<file path="config.mk">
export PLATFORM = sky130hd
export DESIGN_NAME = qlp_port
export DESIGN_NICKNAME = d
export VERILOG_FILES = /design/src/core/qlp_pkg.sv /design/src/core/qlp_fifo.sv /design/src/core/qlp_port.sv
export SDC_FILE = /design/constraint.sdc
export NUM_CORES = 1
export LEC_CHECK = 0
export ABC_CLOCK_PERIOD_IN_PS = 6600
export BUFFER_PORTS_ARGS = -buffer_cell sky130_fd_sc_hd__buf_2
export CELL_PAD_IN_SITES_DETAIL_PLACEMENT = 2
export CELL_PAD_IN_SITES_GLOBAL_PLACEMENT = 2
export CORE_AREA = 2 2 225 393
export CTS_CLUSTER_DIAMETER = 200
export DETAILED_ROUTE_END_ITERATION = 12
export DIE_AREA = 0 0 227 395
export PLACE_DENSITY_LB_ADDON = 0.15
export SLEW_MARGIN = 25
export SYNTH_ARGS = -nofsm -noshare
export SYNTH_HDL_FRONTEND = slang
export SYNTH_SLANG_ARGS = --single-unit
</file>
<file path="constraint.sdc">
create_clock -name sys_clk -period 6.6 [get_ports sys_clk]
set_input_delay 0 -clock sys_clk [delete_from_list [all_inputs] [get_ports sys_clk]]
set_output_delay 0 -clock sys_clk [all_outputs]
set_load 0.02 [all_outputs]
</file>
<file path="src/core/qlp_pkg.sv">
// Shared types and constants for the quad lane parallel data port
package qlp_pkg;
	// Lane count on the transmit side (B, C, D) and on the receive side (B, C)
	localparam int TX_LANES = 3;
	localparam int RX_LANES = 2;
	localparam int WORD_W   = 10;
	localparam int FIFO_DEPTH = 16;
	// Clock indices inside the sampled transmit clock vector
	localparam int CLK_IDX_A = 0;
	// Mode bit positions inside the sampled mode vector
	localparam int MODE_SHARE = 0;
	localparam int MODE_CODEC = 1;
	// Timing: one receive step is a quarter of the receive clock period
	localparam int SYS_CLK_NS   = 25;
	localparam int RX_STEP_NS   = 50;
	localparam int RX_STEP_CYC  = (RX_STEP_NS / SYS_CLK_NS < 1) ? 1 : RX_STEP_NS / SYS_CLK_NS;
	localparam logic [3:0] RX_STEP_LAST = 4'(RX_STEP_CYC - 1);
	localparam logic [3:0] STEP_RESET   = 4'h0;
	localparam logic       LEVEL_RESET  = 1'b0;

	// One lane word as seen on the pins: bits 0-7, bit 8, bit 9
	typedef struct packed {
		logic       bit9;
		logic       bit8;
		logic [7:0] bus;
	} qlp_word_t;

	// One entry of the transmit FIFO: a lane mask and the word of each lane
	typedef struct packed {
		logic [TX_LANES-1:0]             mask;
		qlp_word_t [TX_LANES-1:0]        word;
	} qlp_tx_entry_t;

	// One received word from the core: raw code group and decoded view
	typedef struct packed {
		logic [WORD_W-1:0] code;
		logic [7:0]        data;
		logic              ctrl;
		logic              err;
	} qlp_rx_word_t;
endpackage

</file>
<file path="src/core/qlp_fifo.sv">
// Synchronous FIFO with registered read data and valid/ready on both sides
`timescale 1ns/1ps
module qlp_fifo #(
	parameter int WIDTH = 33,
	parameter int DEPTH = 16
) (
	input  wire logic             sys_clk,
	input  wire logic             rstn,
	input  wire logic             inValid,
	output logic                  inReady,
	input  wire logic [WIDTH-1:0] inData,
	output logic                  outValid,
	input  wire logic             outReady,
	output logic [WIDTH-1:0]      outData
);
	localparam int AW = $clog2(DEPTH);

	typedef struct packed {
		logic [DEPTH-1:0][WIDTH-1:0] mem;
		logic [AW-1:0]               wrPtr;
		logic [AW-1:0]               rdPtr;
		logic [AW:0]                 count;
		logic                        outValid;
		logic [WIDTH-1:0]            outData;
	} qlp_fifo_state_t;

	qlp_fifo_state_t q;
	qlp_fifo_state_t d;
	logic            doWrite;
	logic            doRead;

	// The output register holds one word as well, so it counts toward the depth
	assign inReady  = ((q.count + (AW+1)'(q.outValid)) != (AW+1)'(DEPTH));
	assign outValid = q.outValid;
	assign outData  = q.outData;

	always_comb
	begin
		d = q;
		doWrite = inValid && inReady;
		// Refill the output register when it is empty or being taken
		doRead = (q.count != '0) && (!q.outValid || outReady);
		if (doWrite)
		begin
			d.mem[q.wrPtr] = inData;
			d.wrPtr = q.wrPtr + 1'b1;
		end
		if (doRead)
		begin
			d.outData = q.mem[q.rdPtr];
			d.rdPtr = q.rdPtr + 1'b1;
			d.outValid = 1'b1;
		end
		else if (outReady)
		begin
			d.outValid = 1'b0;
		end
		d.count = q.count + (AW+1)'(doWrite) - (AW+1)'(doRead);
	end

	always_ff @(posedge sys_clk)
	begin
		if (!rstn)
			q <= '0;
		else
			q <= d;
	end
endmodule // qlp_fifo

</file>
<file path="src/core/qlp_port.sv">
// Parallel side of lanes B, C and D: double-edge capture and receive presentation
// Functional notes
// - Own mode: capture each lane on both edges
// - Shared mode: capture all lanes on lane A
// - Own mode: receive valid on own clock edges
// - Shared mode: receive valid on lane A clock
// - Raw mode: bits 8-9 are code bits
// - Codec mode: bit 8 marks control character
// - Codec mode: transmit bit 9 is ignored
// - Raw mode: receive bits 8-9 raw code
// - Codec mode: receive bit 8 flags control
// - Codec mode: receive bit 9 flags errors
// - Shared mode: ignore B-D clocks, B-C idle
// - Codec needs both pin and enable bit
`timescale 1ns/1ps
module qlp_port (
	input  wire logic                  sys_clk,
	input  wire logic                  rstn,
	input  wire logic                  clockShareSelect,
	input  wire logic                  codecEnablePin,
	input  wire logic                  codecEnableBit,
	input  wire logic                  laneATxClock,
	input  wire logic                  laneBTxClock,
	input  wire logic                  laneCTxClock,
	input  wire logic                  laneDTxClock,
	input  wire logic [7:0]            laneBTxBus,
	input  wire logic                  laneBTxBit8,
	input  wire logic                  laneBTxBit9,
	input  wire logic [7:0]            laneCTxBus,
	input  wire logic                  laneCTxBit8,
	input  wire logic                  laneCTxBit9,
	input  wire logic [7:0]            laneDTxBus,
	input  wire logic                  laneDTxBit8,
	input  wire logic                  laneDTxBit9,
	output logic                       txWordValid,
	input  wire logic                  txWordReady,
	output qlp_pkg::qlp_tx_entry_t     txWord,
	output logic                       txCodecOn,
	output logic                       txDrop,
	input  wire qlp_pkg::qlp_rx_word_t laneBRxIn,
	input  wire qlp_pkg::qlp_rx_word_t laneCRxIn,
	output logic                       rxTake,
	output logic                       laneARxClock,
	output logic                       laneBRxClock,
	output logic                       laneCRxClock,
	output logic [7:0]                 laneBRxBus,
	output logic                       laneBRxBit8,
	output logic                       laneBRxBit9,
	output logic [7:0]                 laneCRxBus,
	output logic                       laneCRxBit8,
	output logic                       laneCRxBit9
);
	typedef struct packed {
		logic [3:0]                                   txClkS1;
		logic [3:0]                                   txClkS2;
		logic [3:0]                                   txClkS3;
		qlp_pkg::qlp_word_t [qlp_pkg::TX_LANES-1:0]   txDatS1;
		qlp_pkg::qlp_word_t [qlp_pkg::TX_LANES-1:0]   txDatS2;
		logic [1:0]                                   modeS1;
		logic [1:0]                                   modeS2;
		logic [3:0]                                   stepCnt;
		logic                                         phase;
		logic                                         rxClkA;
		logic                                         rxClkB;
		logic                                         rxClkC;
		qlp_pkg::qlp_word_t [qlp_pkg::RX_LANES-1:0]   rxOut;
		logic                                         txDrop;
	} qlp_port_state_t;

	qlp_port_state_t        q;
	qlp_port_state_t        d;
	qlp_pkg::qlp_tx_entry_t entry;
	logic                   codecOn;
	logic                   shareOn;
	logic                   stepTick;
	logic                   fifoInReady;
	int                     src;

	// Transmit word as forwarded: bit 9 carries nothing while the codec runs
	function automatic qlp_pkg::qlp_word_t txFilter(input qlp_pkg::qlp_word_t w,
		input logic codec);
		qlp_pkg::qlp_word_t r;
		r = w;
		if (codec)
			r.bit9 = 1'b0;
		return r;
	endfunction

	// Receive word as presented: raw code group or decoded byte with flags
	function automatic qlp_pkg::qlp_word_t rxView(input qlp_pkg::qlp_rx_word_t w,
		input logic codec);
		qlp_pkg::qlp_word_t r;
		if (codec)
		begin
			r.bus  = w.data;
			r.bit8 = w.ctrl;
			r.bit9 = w.err;
		end
		else
		begin
			r = w.code;
		end
		return r;
	endfunction

	assign shareOn  = q.modeS2[qlp_pkg::MODE_SHARE];
	assign codecOn  = q.modeS2[qlp_pkg::MODE_CODEC] && codecEnableBit;
	assign stepTick = (q.stepCnt == qlp_pkg::RX_STEP_LAST);
	assign rxTake   = stepTick && !q.phase;

	always_comb
	begin
		d = q;
		entry = '0;
		src = 0;
		d.txClkS1 = {laneDTxClock, laneCTxClock, laneBTxClock, laneATxClock};
		d.txClkS2 = q.txClkS1;
		d.txClkS3 = q.txClkS2;
		d.txDatS1 = {{laneDTxBit9, laneDTxBit8, laneDTxBus},
			{laneCTxBit9, laneCTxBit8, laneCTxBus},
			{laneBTxBit9, laneBTxBit8, laneBTxBus}};
		d.txDatS2 = q.txDatS1;
		d.modeS1 = {codecEnablePin, clockShareSelect};
		d.modeS2 = q.modeS1;
		// Capture on any change of the selected clock, rising or falling
		for (int i = 0; i < qlp_pkg::TX_LANES; i++)
		begin
			src = shareOn ? qlp_pkg::CLK_IDX_A : i + 1;
			if (q.txClkS2[src] != q.txClkS3[src])
			begin
				entry.mask[i] = 1'b1;
				entry.word[i] = txFilter(q.txDatS2[i], codecOn);
			end
		end
		d.txDrop = (entry.mask != '0) && !fifoInReady;
		// Receive steps alternate: new data, then a clock edge mid-word
		if (stepTick)
		begin
			d.stepCnt = qlp_pkg::STEP_RESET;
			d.phase = !q.phase;
			if (!q.phase)
			begin
				d.rxOut[0] = rxView(laneBRxIn, codecOn);
				d.rxOut[1] = rxView(laneCRxIn, codecOn);
			end
			else
			begin
				d.rxClkA = !q.rxClkA;
				d.rxClkB = shareOn ? qlp_pkg::LEVEL_RESET : !q.rxClkB;
				d.rxClkC = shareOn ? qlp_pkg::LEVEL_RESET : !q.rxClkC;
			end
		end
		else
		begin
			d.stepCnt = q.stepCnt + 4'h1;
		end
	end

	always_ff @(posedge sys_clk)
	begin
		if (!rstn)
			q <= '0;
		else
			q <= d;
	end

	qlp_fifo #(
		.WIDTH ($bits(qlp_pkg::qlp_tx_entry_t)),
		.DEPTH (qlp_pkg::FIFO_DEPTH)
	) txFifo (
		.sys_clk  (sys_clk),
		.rstn     (rstn),
		.inValid  (entry.mask != '0),
		.inReady  (fifoInReady),
		.inData   (entry),
		.outValid (txWordValid),
		.outReady (txWordReady),
		.outData  (txWord)
	);

	assign txCodecOn    = codecOn;
	assign txDrop       = q.txDrop;
	assign laneARxClock = q.rxClkA;
	assign laneBRxClock = q.rxClkB;
	assign laneCRxClock = q.rxClkC;
	assign laneBRxBus   = q.rxOut[0].bus;
	assign laneBRxBit8  = q.rxOut[0].bit8;
	assign laneBRxBit9  = q.rxOut[0].bit9;
	assign laneCRxBus   = q.rxOut[1].bus;
	assign laneCRxBit8  = q.rxOut[1].bit8;
	assign laneCRxBit9  = q.rxOut[1].bit9;
endmodule // qlp_port

</file>
==> reports/metrics.csv, run 1 <==
metric,value,unit
DR pass1 iterations,4,
pwr dens,324,nW/µm²
Worst EP arrival,3.87,ns
unrepaired setup endpoints after global routing,false,
Clock Pin Slew Worst Setup and Hold Paths,0.07,ns
"slowest stage cell, crit path",and3_2,
IO buf count,139,
final hold violation count,0,
global placement routability congestion,0.711,
number of global-route vias before repair,23300,
Worst Hold Margin,0.0929,ns
Layout area overhead,13.6,%
Final ANT Viol Nets,0,
Post-synth EDFFs,0,
Final Setup Violations,0,
core area,86600,µm²
row count,143,
"Async S/R FF share, synth",0,%
CP Max Fanout,23,
CTS tree,built,
Mapped Nets,2821,
Synth Register Bits,680,
Longest Clk Path Bufs,3,
fin crit share,50.3,%
worst-skew pair later-pin latency,0.65,ns
Worst EP required,7.14,ns
Initial Utilization,33.6,%
Ports,140,
post-synthesis cell count,2723,
Nets,2881,
htree depth,3,
list of most frequent post-synthesis cells,"695 x mux2i_1, 680 x dfxtp_1, 603 x nand2_1",
DR DRC count,0,
Worst setup SP type,flop,
synthesized area,29100,µm²
reg2reg start,txFifo.outValid,
yosys warns,0,
top-count cell post-synth,mux2i_1,
wire per inst,23.8,µm
skew final,0.0254,ns
Sw Ratio,30.3,%
Detailed Route WL,95000,µm
dpl cell area,29700,µm²
Seq pwr share,41.6,%
die span in x,227,µm
max-cap violations,0,
Hold WC Path Type,input port to flop,
ranking of synthesized cells by area,"dfxtp_1 47%, mux2i_1 24%, nand2_1 7.8%",
Crit Path Category,flop to flop,
crit end category,flop,
Synth top area share,46.7,%
clk sinks,680,
max_slew headroom,30.6,%
Max Clock Freq,301,MHz
initial DRC count,856,
via count,20500,
CTS Buf Count,71,
first-pass GRT wire length,143000,µm
root buf cell,clkbuf_16,
peak supply drop,0.000222,V
Hold Startpoint,clockShareSelect,
Synth Flop Type,dfxtp_1,
Die Area,89700,µm²
sequential area share after synthesis,46.7,%
synth unique cells,46,
status,finished clean,
Logic pwr share,19.5,%
grt ovf,0,
Slew @ Worst Pin,1.04,ns
Slew Limit Fails,0,
Pwr Total,10.7,mW
initial antenna violation count,0,
Tot GR Track Use,21.3,%
static leakage,12.3,nW
fin crit period,3.32,ns
largest net degree at the start of global routing,136,
fill cell count,9181,
Detailed Place HPWL,54900,µm
PostCTS Resize Cnt,0,
CP startpoint,txFifo.outValid,
Clock power frac,38.9,%
crit path cell chain,"ha_1, ha_1, nor2_1, o2bb2ai_1, a211oi_2, buf_4, and3_2, buf_4, mux2i_1",
dominant cell type by area after synthesis,dfxtp_1,
Critical path buffers and inverters,2,
vias per cell,5.12,
Mean Syn Cell Area,10.7,µm²
layout cells sized above 1,13.8,%
Die H,395,µm
Post-Layout Inst Area,33100,µm²
Worst path top cell family by delay,simple AND/OR/NAND/NOR gates,
crit-path max cell delay,0.87,ns
P_sw,3.25,mW
Int Pwr,7.47,mW
final setup TNS,0,ns
-- routing by layer --
metal	part of all wire, %	vias to the layer above	track usage [%]
li1	-	9416	-
met3	3.0	122	2.90
met2	55	334	41.0
met5	0	-	0
met4	2.4	0	6.63
met1	40	10600	23.6
-- worst register-to-register path, stage by stage (launching register included) --
cell       delay [ns]
dfxtp_1          0.39
ha_1             0.23
ha_1             0.19
nor2_1           0.05
o2bb2ai_1        0.15
a211oi_2         0.22
buf_4            0.30
and3_2           0.88
buf_4            0.54
mux2i_1          0.27
-- power groups by stage --
stage / logic, mW / registers, mW / clock network, mW
2_1_floorplan: 1.54 / 4.41 / 0
3_3_place_gp: 2.03 / 4.56 / 0
3_5_place_dp: 2.05 / 4.56 / 0
4_1_cts: 2.12 / 4.47 / 4.31
5_1_grt: 2.23 / 4.48 / 4.48
6_report: 2.09 / 4.47 / 4.17
-- stage by stage --
stage	std cells	util, %	worst slack, ns
after global placement	3766	34.2	3.32
final	3998	38.2	3.28
after CTS	3997	38.2	3.21
after detailed placement	3771	34.3	3.25
after floorplan	2723	-	3.85
after global routing	3997	38.2	3.01
-- cell families after synthesis --
kind of cell / after synthesis / synth area share [%]
DFF: 680 / 46.7
and+or+nand+nor: 769 / 11.3
adders and majority gates: 18 / 0.799
muxes: 761 / 29.0
AOI/OAI and AO/OA: 175 / 4.55
xor gates and xnor gates: 14 / 0.421
buffers and inverters: 306 / 7.15
-- state kept, by name (all words and copies together) (netlist names), 8 cells and up --
signal and flops:
d 40, laneBRxBus 8, laneCRxBus 8, txFifo.outData 33, txFifo.q 541, q 41
-- cell type report --
cell class	instances	area, µm²	share of cell area (%)
clock inverters	19	220	0.666
flip-flops and latches	680	13600	41.2
diodes	1	2.50	0.00757
clock buffers	108	2160	6.53
inverters	14	52.6	0.159
well taps	1160	1450	4.39
repair buffers	279	2070	6.25
multi-input cells	1737	13500	40.8
-- worst paths after layout --
check,end,slack (ns),cells past startpoint
max,txFifo.q[264],3.28,9
min,d[29],0.09,3
max reg2reg,txFifo.q[264],3.28,9
min reg2reg,d[93],0.43,1
-- cells in the final DEF, fill, tap and decap left out, types with 7 or more instances in the layout --
master,synthesis,routed
inv_1,14,14
mux2i_1,695,695
a32oi_1,33,33
clkinv_2,0,7
xnor2_1,9,9
a22oi_1,66,66
nor2_1,9,7
mux4_2,66,66
dlygate4sd3_1,0,99
nand3_1,27,26
and3_2,0,13
clkbuf_8,0,16
ha_1,17,17
buf_2,30,139
o211a_1,23,22
buf_4,49,34
nand2_1,603,603
and2_1,88,87
clkbuf_16,0,75
dfxtp_1,680,677
clkbuf_1,147,17
o21ai_1,30,30
-- what timing repair did --
action                    4_1_cts  5_1_grt
hold endpoints to repair      156        0
hold buffers                   99        0
setup buffers                   0        0
Power figures use the tool's default switching activity.
==> run 2: changes to the inputs <==
ABC_AREA = 1   (was unset)
ABC_CLOCK_PERIOD_IN_PS = 3180   (was 6600)
CORE_AREA = 2 2 242 422   (was 2 2 225 393)
DIE_AREA = 0 0 244 424   (was 0 0 227 395)
clock period = 3.18 ns   (was 6.6 ns; I/O delays follow)
==> run 2 against run 1 <==
Die area grew 15%. Highest routed layer unchanged. Sequential cell count is the same. Worst setup slack lost 3.0 ns. Cell area grew 18%. Synthesized cell count grew 97%. Largest power group unchanged.
==> reports/metrics.csv, run 2 <==
metric,value,unit,change
multi-input logic area,14600,µm²,was 13500 µm²
GR Util met2,52.9,%,was 41.0%
Final Setup Violations,0,,unchanged
Biggest register,txFifo.q,,unchanged
wire per inst,21.1,µm,was 23.8 µm
top-count cell post-synth,nand2_1,,was mux2i_1
PnR worst setup slack,0.228,ns,was 3.28 ns
Mapped Nets,5471,,was 2821
IO buf count,139,,unchanged
root buf cell,clkbuf_16,,unchanged
max reg flops,541,,unchanged
Max Clock Freq,339,MHz,was 301 MHz
"commonest non-fill, non-tap cell in the layout",nand2_1,,was mux2i_1
Most Crowded Layer GR,met2,,unchanged
Detailed Place HPWL,85500,µm,was 54900 µm
Post-Place Setup Slack,0.290,ns,was 3.25 ns
Post-synth EDFFs,0,,unchanged
number of global-route vias before repair,37800,,was 23300
grt ovf,0,,unchanged
post-synthesis cell count,5373,,was 2723
Ports,140,,unchanged
Slew @ Worst Pin,1.02,ns,was 1.04 ns
skew final,0.0273,ns,was 0.0254 ns
die span in x,244,µm,was 227 µm
final setup TNS,0,ns,unchanged
htree depth,3,,unchanged
Register Area,13600,µm²,about the same
unrepaired setup endpoints after global routing,false,,unchanged
largest net degree at the start of global routing,183,,was 136
final hold violation count,0,,unchanged
Synth Flop Type,dfxtp_1,,unchanged
layout cells sized above 1,7.83,%,was 13.8%
Final ANT Viol Nets,0,,unchanged
DR pass1 iterations,4,,unchanged
global placement routability congestion,0.793,,was 0.711
Layout area overhead,15.8,%,was 13.6%
synthesized area,33700,µm²,was 29100 µm²
Worst EP required,3.75,ns,was 7.14 ns
ranking of synthesized cells by area,"dfxtp_1 40%, nand2_1 14%, nor2_1 10%",,"was dfxtp_1 47%, mux2i_1 24%, nand2_1 7.8%"
Final Util,38.9,%,was 38.2%
first-pass GRT wire length,223000,µm,was 143000 µm
via count,34500,,was 20500
Crit Path Category,flop to flop,,unchanged
CTS tree,built,,unchanged
CP Max Fanout,5,,was 23
clk sinks,680,,unchanged
Mean Syn Cell Area,6.28,µm²,was 10.7 µm²
Worst Hold Margin,0.0690,ns,was 0.0929 ns
max_slew headroom,31.7,%,was 30.6%
vias per cell,5.10,,was 5.12
Worst setup SP type,flop,,unchanged
DR DRC count,0,,unchanged
sequential area share after synthesis,40.4,%,was 46.7%
fill cell count,12300,,was 9181
CTS Buf Count,73,,was 71
dominant cell type by area after synthesis,dfxtp_1,,unchanged
synth unique cells,28,,was 46
Finished Layout Cells,6766,,was 3998
pwr dens,709,nW/µm²,was 324 nW/µm²
Tot GR Track Use,27.8,%,was 21.3%
post-CTS setup buffer count,0,,unchanged
worst-skew pair later-pin latency,0.66,ns,was 0.65 ns
most frequent cells in the layout,"1239 x nand2_1, 930 x nor2_1, 926 x inv_1",,"was 695 x mux2i_1, 677 x dfxtp_1, 603 x nand2_1"
row count,154,,was 143
Pwr Total,27.7,mW,was 10.7 mW
Initial Utilization,33.6,%,about the same
fin crit share,92.8,%,was 50.3%
yosys warns,0,,unchanged
Synth Register Bits,680,,unchanged
static leakage,20.1,nW,was 12.3 nW
Detailed Route WL,143000,µm,was 95000 µm
status,finished clean,,unchanged
Nets,5480,,was 2881
Clock Pin Slew Worst Setup and Hold Paths,0.06,ns,was 0.07 ns
grt met1 use,31.4,%,was 23.6%
"Async S/R FF share, synth",0,%,unchanged
list of most frequent post-synthesis cells,"1239 x nand2_1, 936 x nor2_1, 928 x inv_1",,"was 695 x mux2i_1, 680 x dfxtp_1, 603 x nand2_1"
Global Route met3 Usage,3.17,%,was 2.90%
initial antenna violation count,0,,unchanged
max-cap violations,0,,unchanged
Worst EP arrival,3.53,ns,was 3.87 ns
Longest Clk Path Bufs,3,,unchanged
crit end category,flop,,unchanged
peak supply drop,0.000548,V,was 0.000222 V
Die Area,103000,µm²,was 89700 µm²
Hold WC Path Type,input port to flop,,unchanged
Slew Limit Fails,0,,unchanged
core area,100000,µm²,was 86600 µm²
Die H,424,µm,was 395 µm
Synth top area share,40.4,%,was 46.7%
DP Cell Count,6532,,was 3771
fin crit period,2.95,ns,was 3.32 ns
initial DRC count,1611,,was 856
Post-Layout Inst Area,39100,µm²,was 33100 µm²
dpl cell area,35500,µm²,was 29700 µm²
[run 2: cell count changes after synthesis, moves of 88 or more]
cell and change:
a21oi_1 +272, nand4_1 +233, o21ai_0 +291, nand3_1 +245, nand2_1 +636, nor2_1 +927
buf_2 +94, mux2i_1 -695, inv_1 +914, and2_1 -88
[run 2: final timing paths]
check                   from            to  slack [ns]  cells after the start
min            laneBTxBus[2]         d[35]        0.07                      4
min reg2reg            d[46]         q[46]        0.42                      2
max reg2reg  txFifo.outValid  txFifo.q[38]        0.23                     14
max          txFifo.outValid  txFifo.q[38]        0.23                     14
[run 2: logic make-up (layout without fill, tap and decap cells)]
group                      Yosys count  in the layout  synth area share (%)
AOI/OAI and AO/OA                  596            596                  8.94
xor gates and xnor gates             7              7                 0.182
adders and majority gates           18             18                 0.690
buffers and inverters             1372           1438                  16.6
DFF                                680            680                  40.4
other                                0              1                     0
and+or+nand+nor                   2700           2700                  33.2
[run 2: repair_timing]
item,CTS,global route
endpoints found under the hold margin,349,0
gates resized for setup,0,1
setup endpoints to repair,0,1
hold buffers,101,0
[run 2: cell type report]
cell class | instances | share of cell area (%)
diodes | 1 | 0.00641
clock buffers | 112 | 5.73
clock inverters | 20 | 0.737
inverters | 935 | 9.02
multi-input cells | 3321 | 37.4
flip-flops and latches | 680 | 34.9
well taps | 1326 | 4.25
repair buffers | 371 | 7.97
[run 2: layer usage]
| layer | vias to the layer above | routed length (µm) |
|---|---|---|
| li1 | 16300 | - |
| met5 | - | 0 |
| met1 | 17500 | 58300 |
| met4 | 0 | 5180 |
| met2 | 519 | 75300 |
| met3 | 228 | 4250 |
[run 2: critical path, stage by stage, from the launching register on]
cell and delay (ns):
dfxtp_1 0.33, ha_1 0.24, ha_1 0.29, nor2_1 0.04, nand2_1 0.07, nor2_1 0.06, nand4_4 0.11, nand2_1 0.13
inv_1 0.16, ha_1 0.20, inv_1 0.07, fa_1 0.43, o31ai_1 0.37, o21ai_0 0.18, a21oi_1 0.19
[run 2: power breakdown]
group / internal, mW / total (mW) / switching [mW]
Combinational: 2.60 / 8.86 / 6.26
Clock: 5.42 / 9.28 / 3.85
Sequential: 9.16 / 9.55 / 0.385
Total: 17.2 / 27.7 / 10.5
==> run 3: changes to the inputs <==
CORE_AREA = 2 2 252 440   (was 2 2 242 422)
DIE_AREA = 0 0 254 442   (was 0 0 244 424)
SLEW_MARGIN = unset   (was 25)
SYNTH_HIERARCHICAL = 1   (was unset)
==> run 3 against run 2 <==
Global-route usage up 1.4 points. Critical path type unchanged. Synthesized area is 8.6% higher. Register-to-register slack better by 0.14 ns. Non-clock buffer count up 20. Clock skew fell by 0.0085 ns. Clock-buffer cell count rose by 7. Core utilization shrank 0.057 points. Sequential power down 2%.
==> reports/metrics.csv, run 3 <==
metric,value,unit,change
initial DRC count,1793,,was 1611
layout cells sized above 1,7.30,%,was 7.83%
fin crit share,88.4,%,was 92.8%
Post-synth EDFFs,0,,unchanged
max_slew headroom,32.6,%,was 31.7%
Final ANT Viol Nets,0,,unchanged
Finished Layout Cells,7567,,was 6766
top-count cell post-synth,nand2_1,,unchanged
Mean Syn Cell Area,6.02,µm²,was 6.28 µm²
Final Util,38.8,%,was 38.9%
dpl cell area,38400,µm²,was 35500 µm²
Worst setup SP type,flop,,unchanged
peak supply drop,0.000444,V,was 0.000548 V
Synth Flop Type,dfxtp_1,,unchanged
PnR worst setup slack,0.368,ns,was 0.228 ns
Tot GR Track Use,29.2,%,was 27.8%
row count,160,,was 154
root buf cell,clkbuf_16,,unchanged
synthesized area,36600,µm²,was 33700 µm²
ranking of synthesized cells by area,"dfxtp_1 37%, nand2_1 19%, inv_1 13%",,"was dfxtp_1 40%, nand2_1 14%, nor2_1 10%"
Worst EP required,3.72,ns,was 3.75 ns
IO buf count,139,,unchanged
Max Clock Freq,356,MHz,was 339 MHz
max-cap violations,0,,unchanged
Synth Register Bits,680,,unchanged
Nets,6148,,was 5480
dominant cell type by area after synthesis,dfxtp_1,,unchanged
via count,39100,,was 34500
die span in x,254,µm,was 244 µm
Die H,442,µm,was 424 µm
crit-path max cell delay,0.46,ns,was 0.43 ns
"commonest non-fill, non-tap cell in the layout",nand2_1,,unchanged
static leakage,21.3,nW,was 20.1 nW
status,finished clean,,unchanged
DP Cell Count,7309,,was 6532
htree depth,3,,unchanged
Layout area overhead,15.0,%,was 15.8%
max reg flops,541,,unchanged
Slew Limit Fails,0,,unchanged
grt ovf,0,,unchanged
Clock Pin Slew Worst Setup and Hold Paths,0.07,ns,was 0.06 ns
Biggest register,txFifo/q,,was txFifo.q
number of global-route vias before repair,42600,,was 37800
Longest Clk Path Bufs,3,,unchanged
largest net degree at the start of global routing,169,,was 183
CP Max Fanout,9,,was 5
Most common cell on crit path,nand2_1,,was ha_1
CTS Buf Count,74,,was 73
Post-Layout Inst Area,42200,µm²,was 39100 µm²
crit path cell chain,"nand2_1, inv_1, nor2_1, nand2_1, nand2_2, nand3_4, nand2_1, ha_1, inv_1, ha_1, fa_1, a21oi_1, o21bai_1, o21ai_0, a21oi_1",,"was ha_1, ha_1, nor2_1, nand2_1, nor2_1, nand4_4, nand2_1, inv_1, ha_1, inv_1, fa_1, o31ai_1, o21ai_0, a21oi_1"
core area,109000,µm²,was 100000 µm²
Crit Path Category,flop to flop,,unchanged
Worst EP arrival,3.35,ns,was 3.53 ns
Final Setup Violations,0,,unchanged
vias per cell,5.16,,was 5.10
Hold WC Path Type,input port to flop,,unchanged
post-synthesis cell count,6084,,was 5373
post-CTS setup buffer count,0,,unchanged
crit end category,flop,,unchanged
"Async S/R FF share, synth",0,%,unchanged
unrepaired setup endpoints after global routing,false,,unchanged
Detailed Place HPWL,96500,µm,was 85500 µm
Critical path buffers and inverters,2,,unchanged
Initial Utilization,33.8,%,was 33.6%
Post-Place Setup Slack,0.366,ns,was 0.290 ns
clk sinks,680,,unchanged
worst-skew pair later-pin latency,0.67,ns,was 0.66 ns
Worst path top cell family by delay,adder cells,,unchanged
first-pass GRT wire length,251000,µm,was 223000 µm
global placement routability congestion,0.769,,was 0.793
"slowest stage cell, crit path",dfxtp_1,,was fa_1
final setup TNS,0,ns,unchanged
Die Area,112000,µm²,was 103000 µm²
DR pass1 iterations,6,,was 4
fin crit period,2.81,ns,was 2.95 ns
initial antenna violation count,0,,unchanged
list of most frequent post-synthesis cells,"1837 x nand2_1, 1263 x inv_1, 680 x dfxtp_1",,"was 1239 x nand2_1, 936 x nor2_1, 928 x inv_1"
synth unique cells,28,,unchanged
CTS tree,built,,unchanged
most frequent cells in the layout,"1837 x nand2_1, 1262 x inv_1, 676 x dfxtp_1",,"was 1239 x nand2_1, 930 x nor2_1, 926 x inv_1"
DR DRC count,0,,unchanged
Mapped Nets,6182,,was 5471
PostCTS Resize Cnt,0,,unchanged
Synth top area share,37.2,%,was 40.4%
sequential area share after synthesis,37.2,%,was 40.4%
skew final,0.0188,ns,was 0.0273 ns
final hold violation count,0,,unchanged
Slew @ Worst Pin,1.01,ns,was 1.02 ns
Ports,140,,unchanged
wire per inst,21.6,µm,was 21.1 µm
pwr dens,697,nW/µm²,was 709 nW/µm²
yosys warns,6,,was 0
Detailed Route WL,164000,µm,was 143000 µm
cts hold-fix bufs,123,,was 101
run 3: cells by family after synthesis:
| group | after synthesis | share of synthesized area [%] |
|---|---|---|
| and+or+nand+nor | 3562 | 42.1 |
| xor gates and xnor gates | 8 | 0.191 |
| buffers and inverters | 1772 | 19.3 |
| AOI/OAI and AO/OA | 44 | 0.700 |
| adders and majority gates | 18 | 0.635 |
| DFF | 680 | 37.2 |
run 3: routing by layer:
layer	vias to the layer above	part of all wire, %	global-route usage [%]
li1	18200	-	-
met1	19900	39	31.3
met2	685	54	56.5
met3	353	2.7	2.66
met4	0	4.7	13.7
met5	-	0	0
run 3: worst register-to-register path, cell delays in order, from the launching register on:
cell,delay [ns]
dfxtp_1,0.46
nand2_1,0.18
inv_1,0.12
nor2_1,0.05
nand2_1,0.09
nand2_2,0.08
nand3_4,0.15
nand2_1,0.12
ha_1,0.29
inv_1,0.04
ha_1,0.21
fa_1,0.44
a21oi_1,0.14
o21bai_1,0.09
o21ai_0,0.16
a21oi_1,0.06
run 3: worst paths after layout:
| check | from | to | slack [ns] | depth (start not counted) |
|---|---|---|---|---|
| worst max-delay path | q[29] | txFifo/q[38] | 0.37 | 15 |
| worst min-delay path | laneBTxBus[0] | d[33] | 0.1 | 4 |
| worst max register to register | q[29] | txFifo/q[38] | 0.37 | 15 |
| worst min register to register | d[100] | d[96] | 0.42 | 2 |
run 3: metrics by stage:
| step | hold WS [ns] | power [mW] |
|---|---|---|
| 6_report | 0.0990 | 29.4 |
| 5_1_grt | 0.127 | 31.1 |
| 4_1_cts | 0.0255 | 29.7 |
| 3_5_place_dp | 0.188 | 20.3 |
| 3_3_place_gp | 0.183 | 20.0 |
| 2_1_floorplan | 0.0976 | 16.3 |
run 3: area by class of cell:
type / count / area [µm²]
Antenna cell: 1 / 2.50
Clock buffer: 119 / 2290
Clock inverter: 15 / 186
Fill cell: 13500 / 66400
Inverter: 1271 / 4790
Multi-Input combinational cell: 3632 / 16200
Sequential cell: 680 / 13600
Tap cell: 1458 / 1820
Timing Repair Buffer: 391 / 3270
run 3: where the power goes:
group	internal (mW)	leakage (nW)	switching (mW)	total (mW)
clock	5.25	1.21	3.95	9.20
combinational	3.01	14.6	7.79	10.8
sequential	9.07	5.52	0.330	9.40
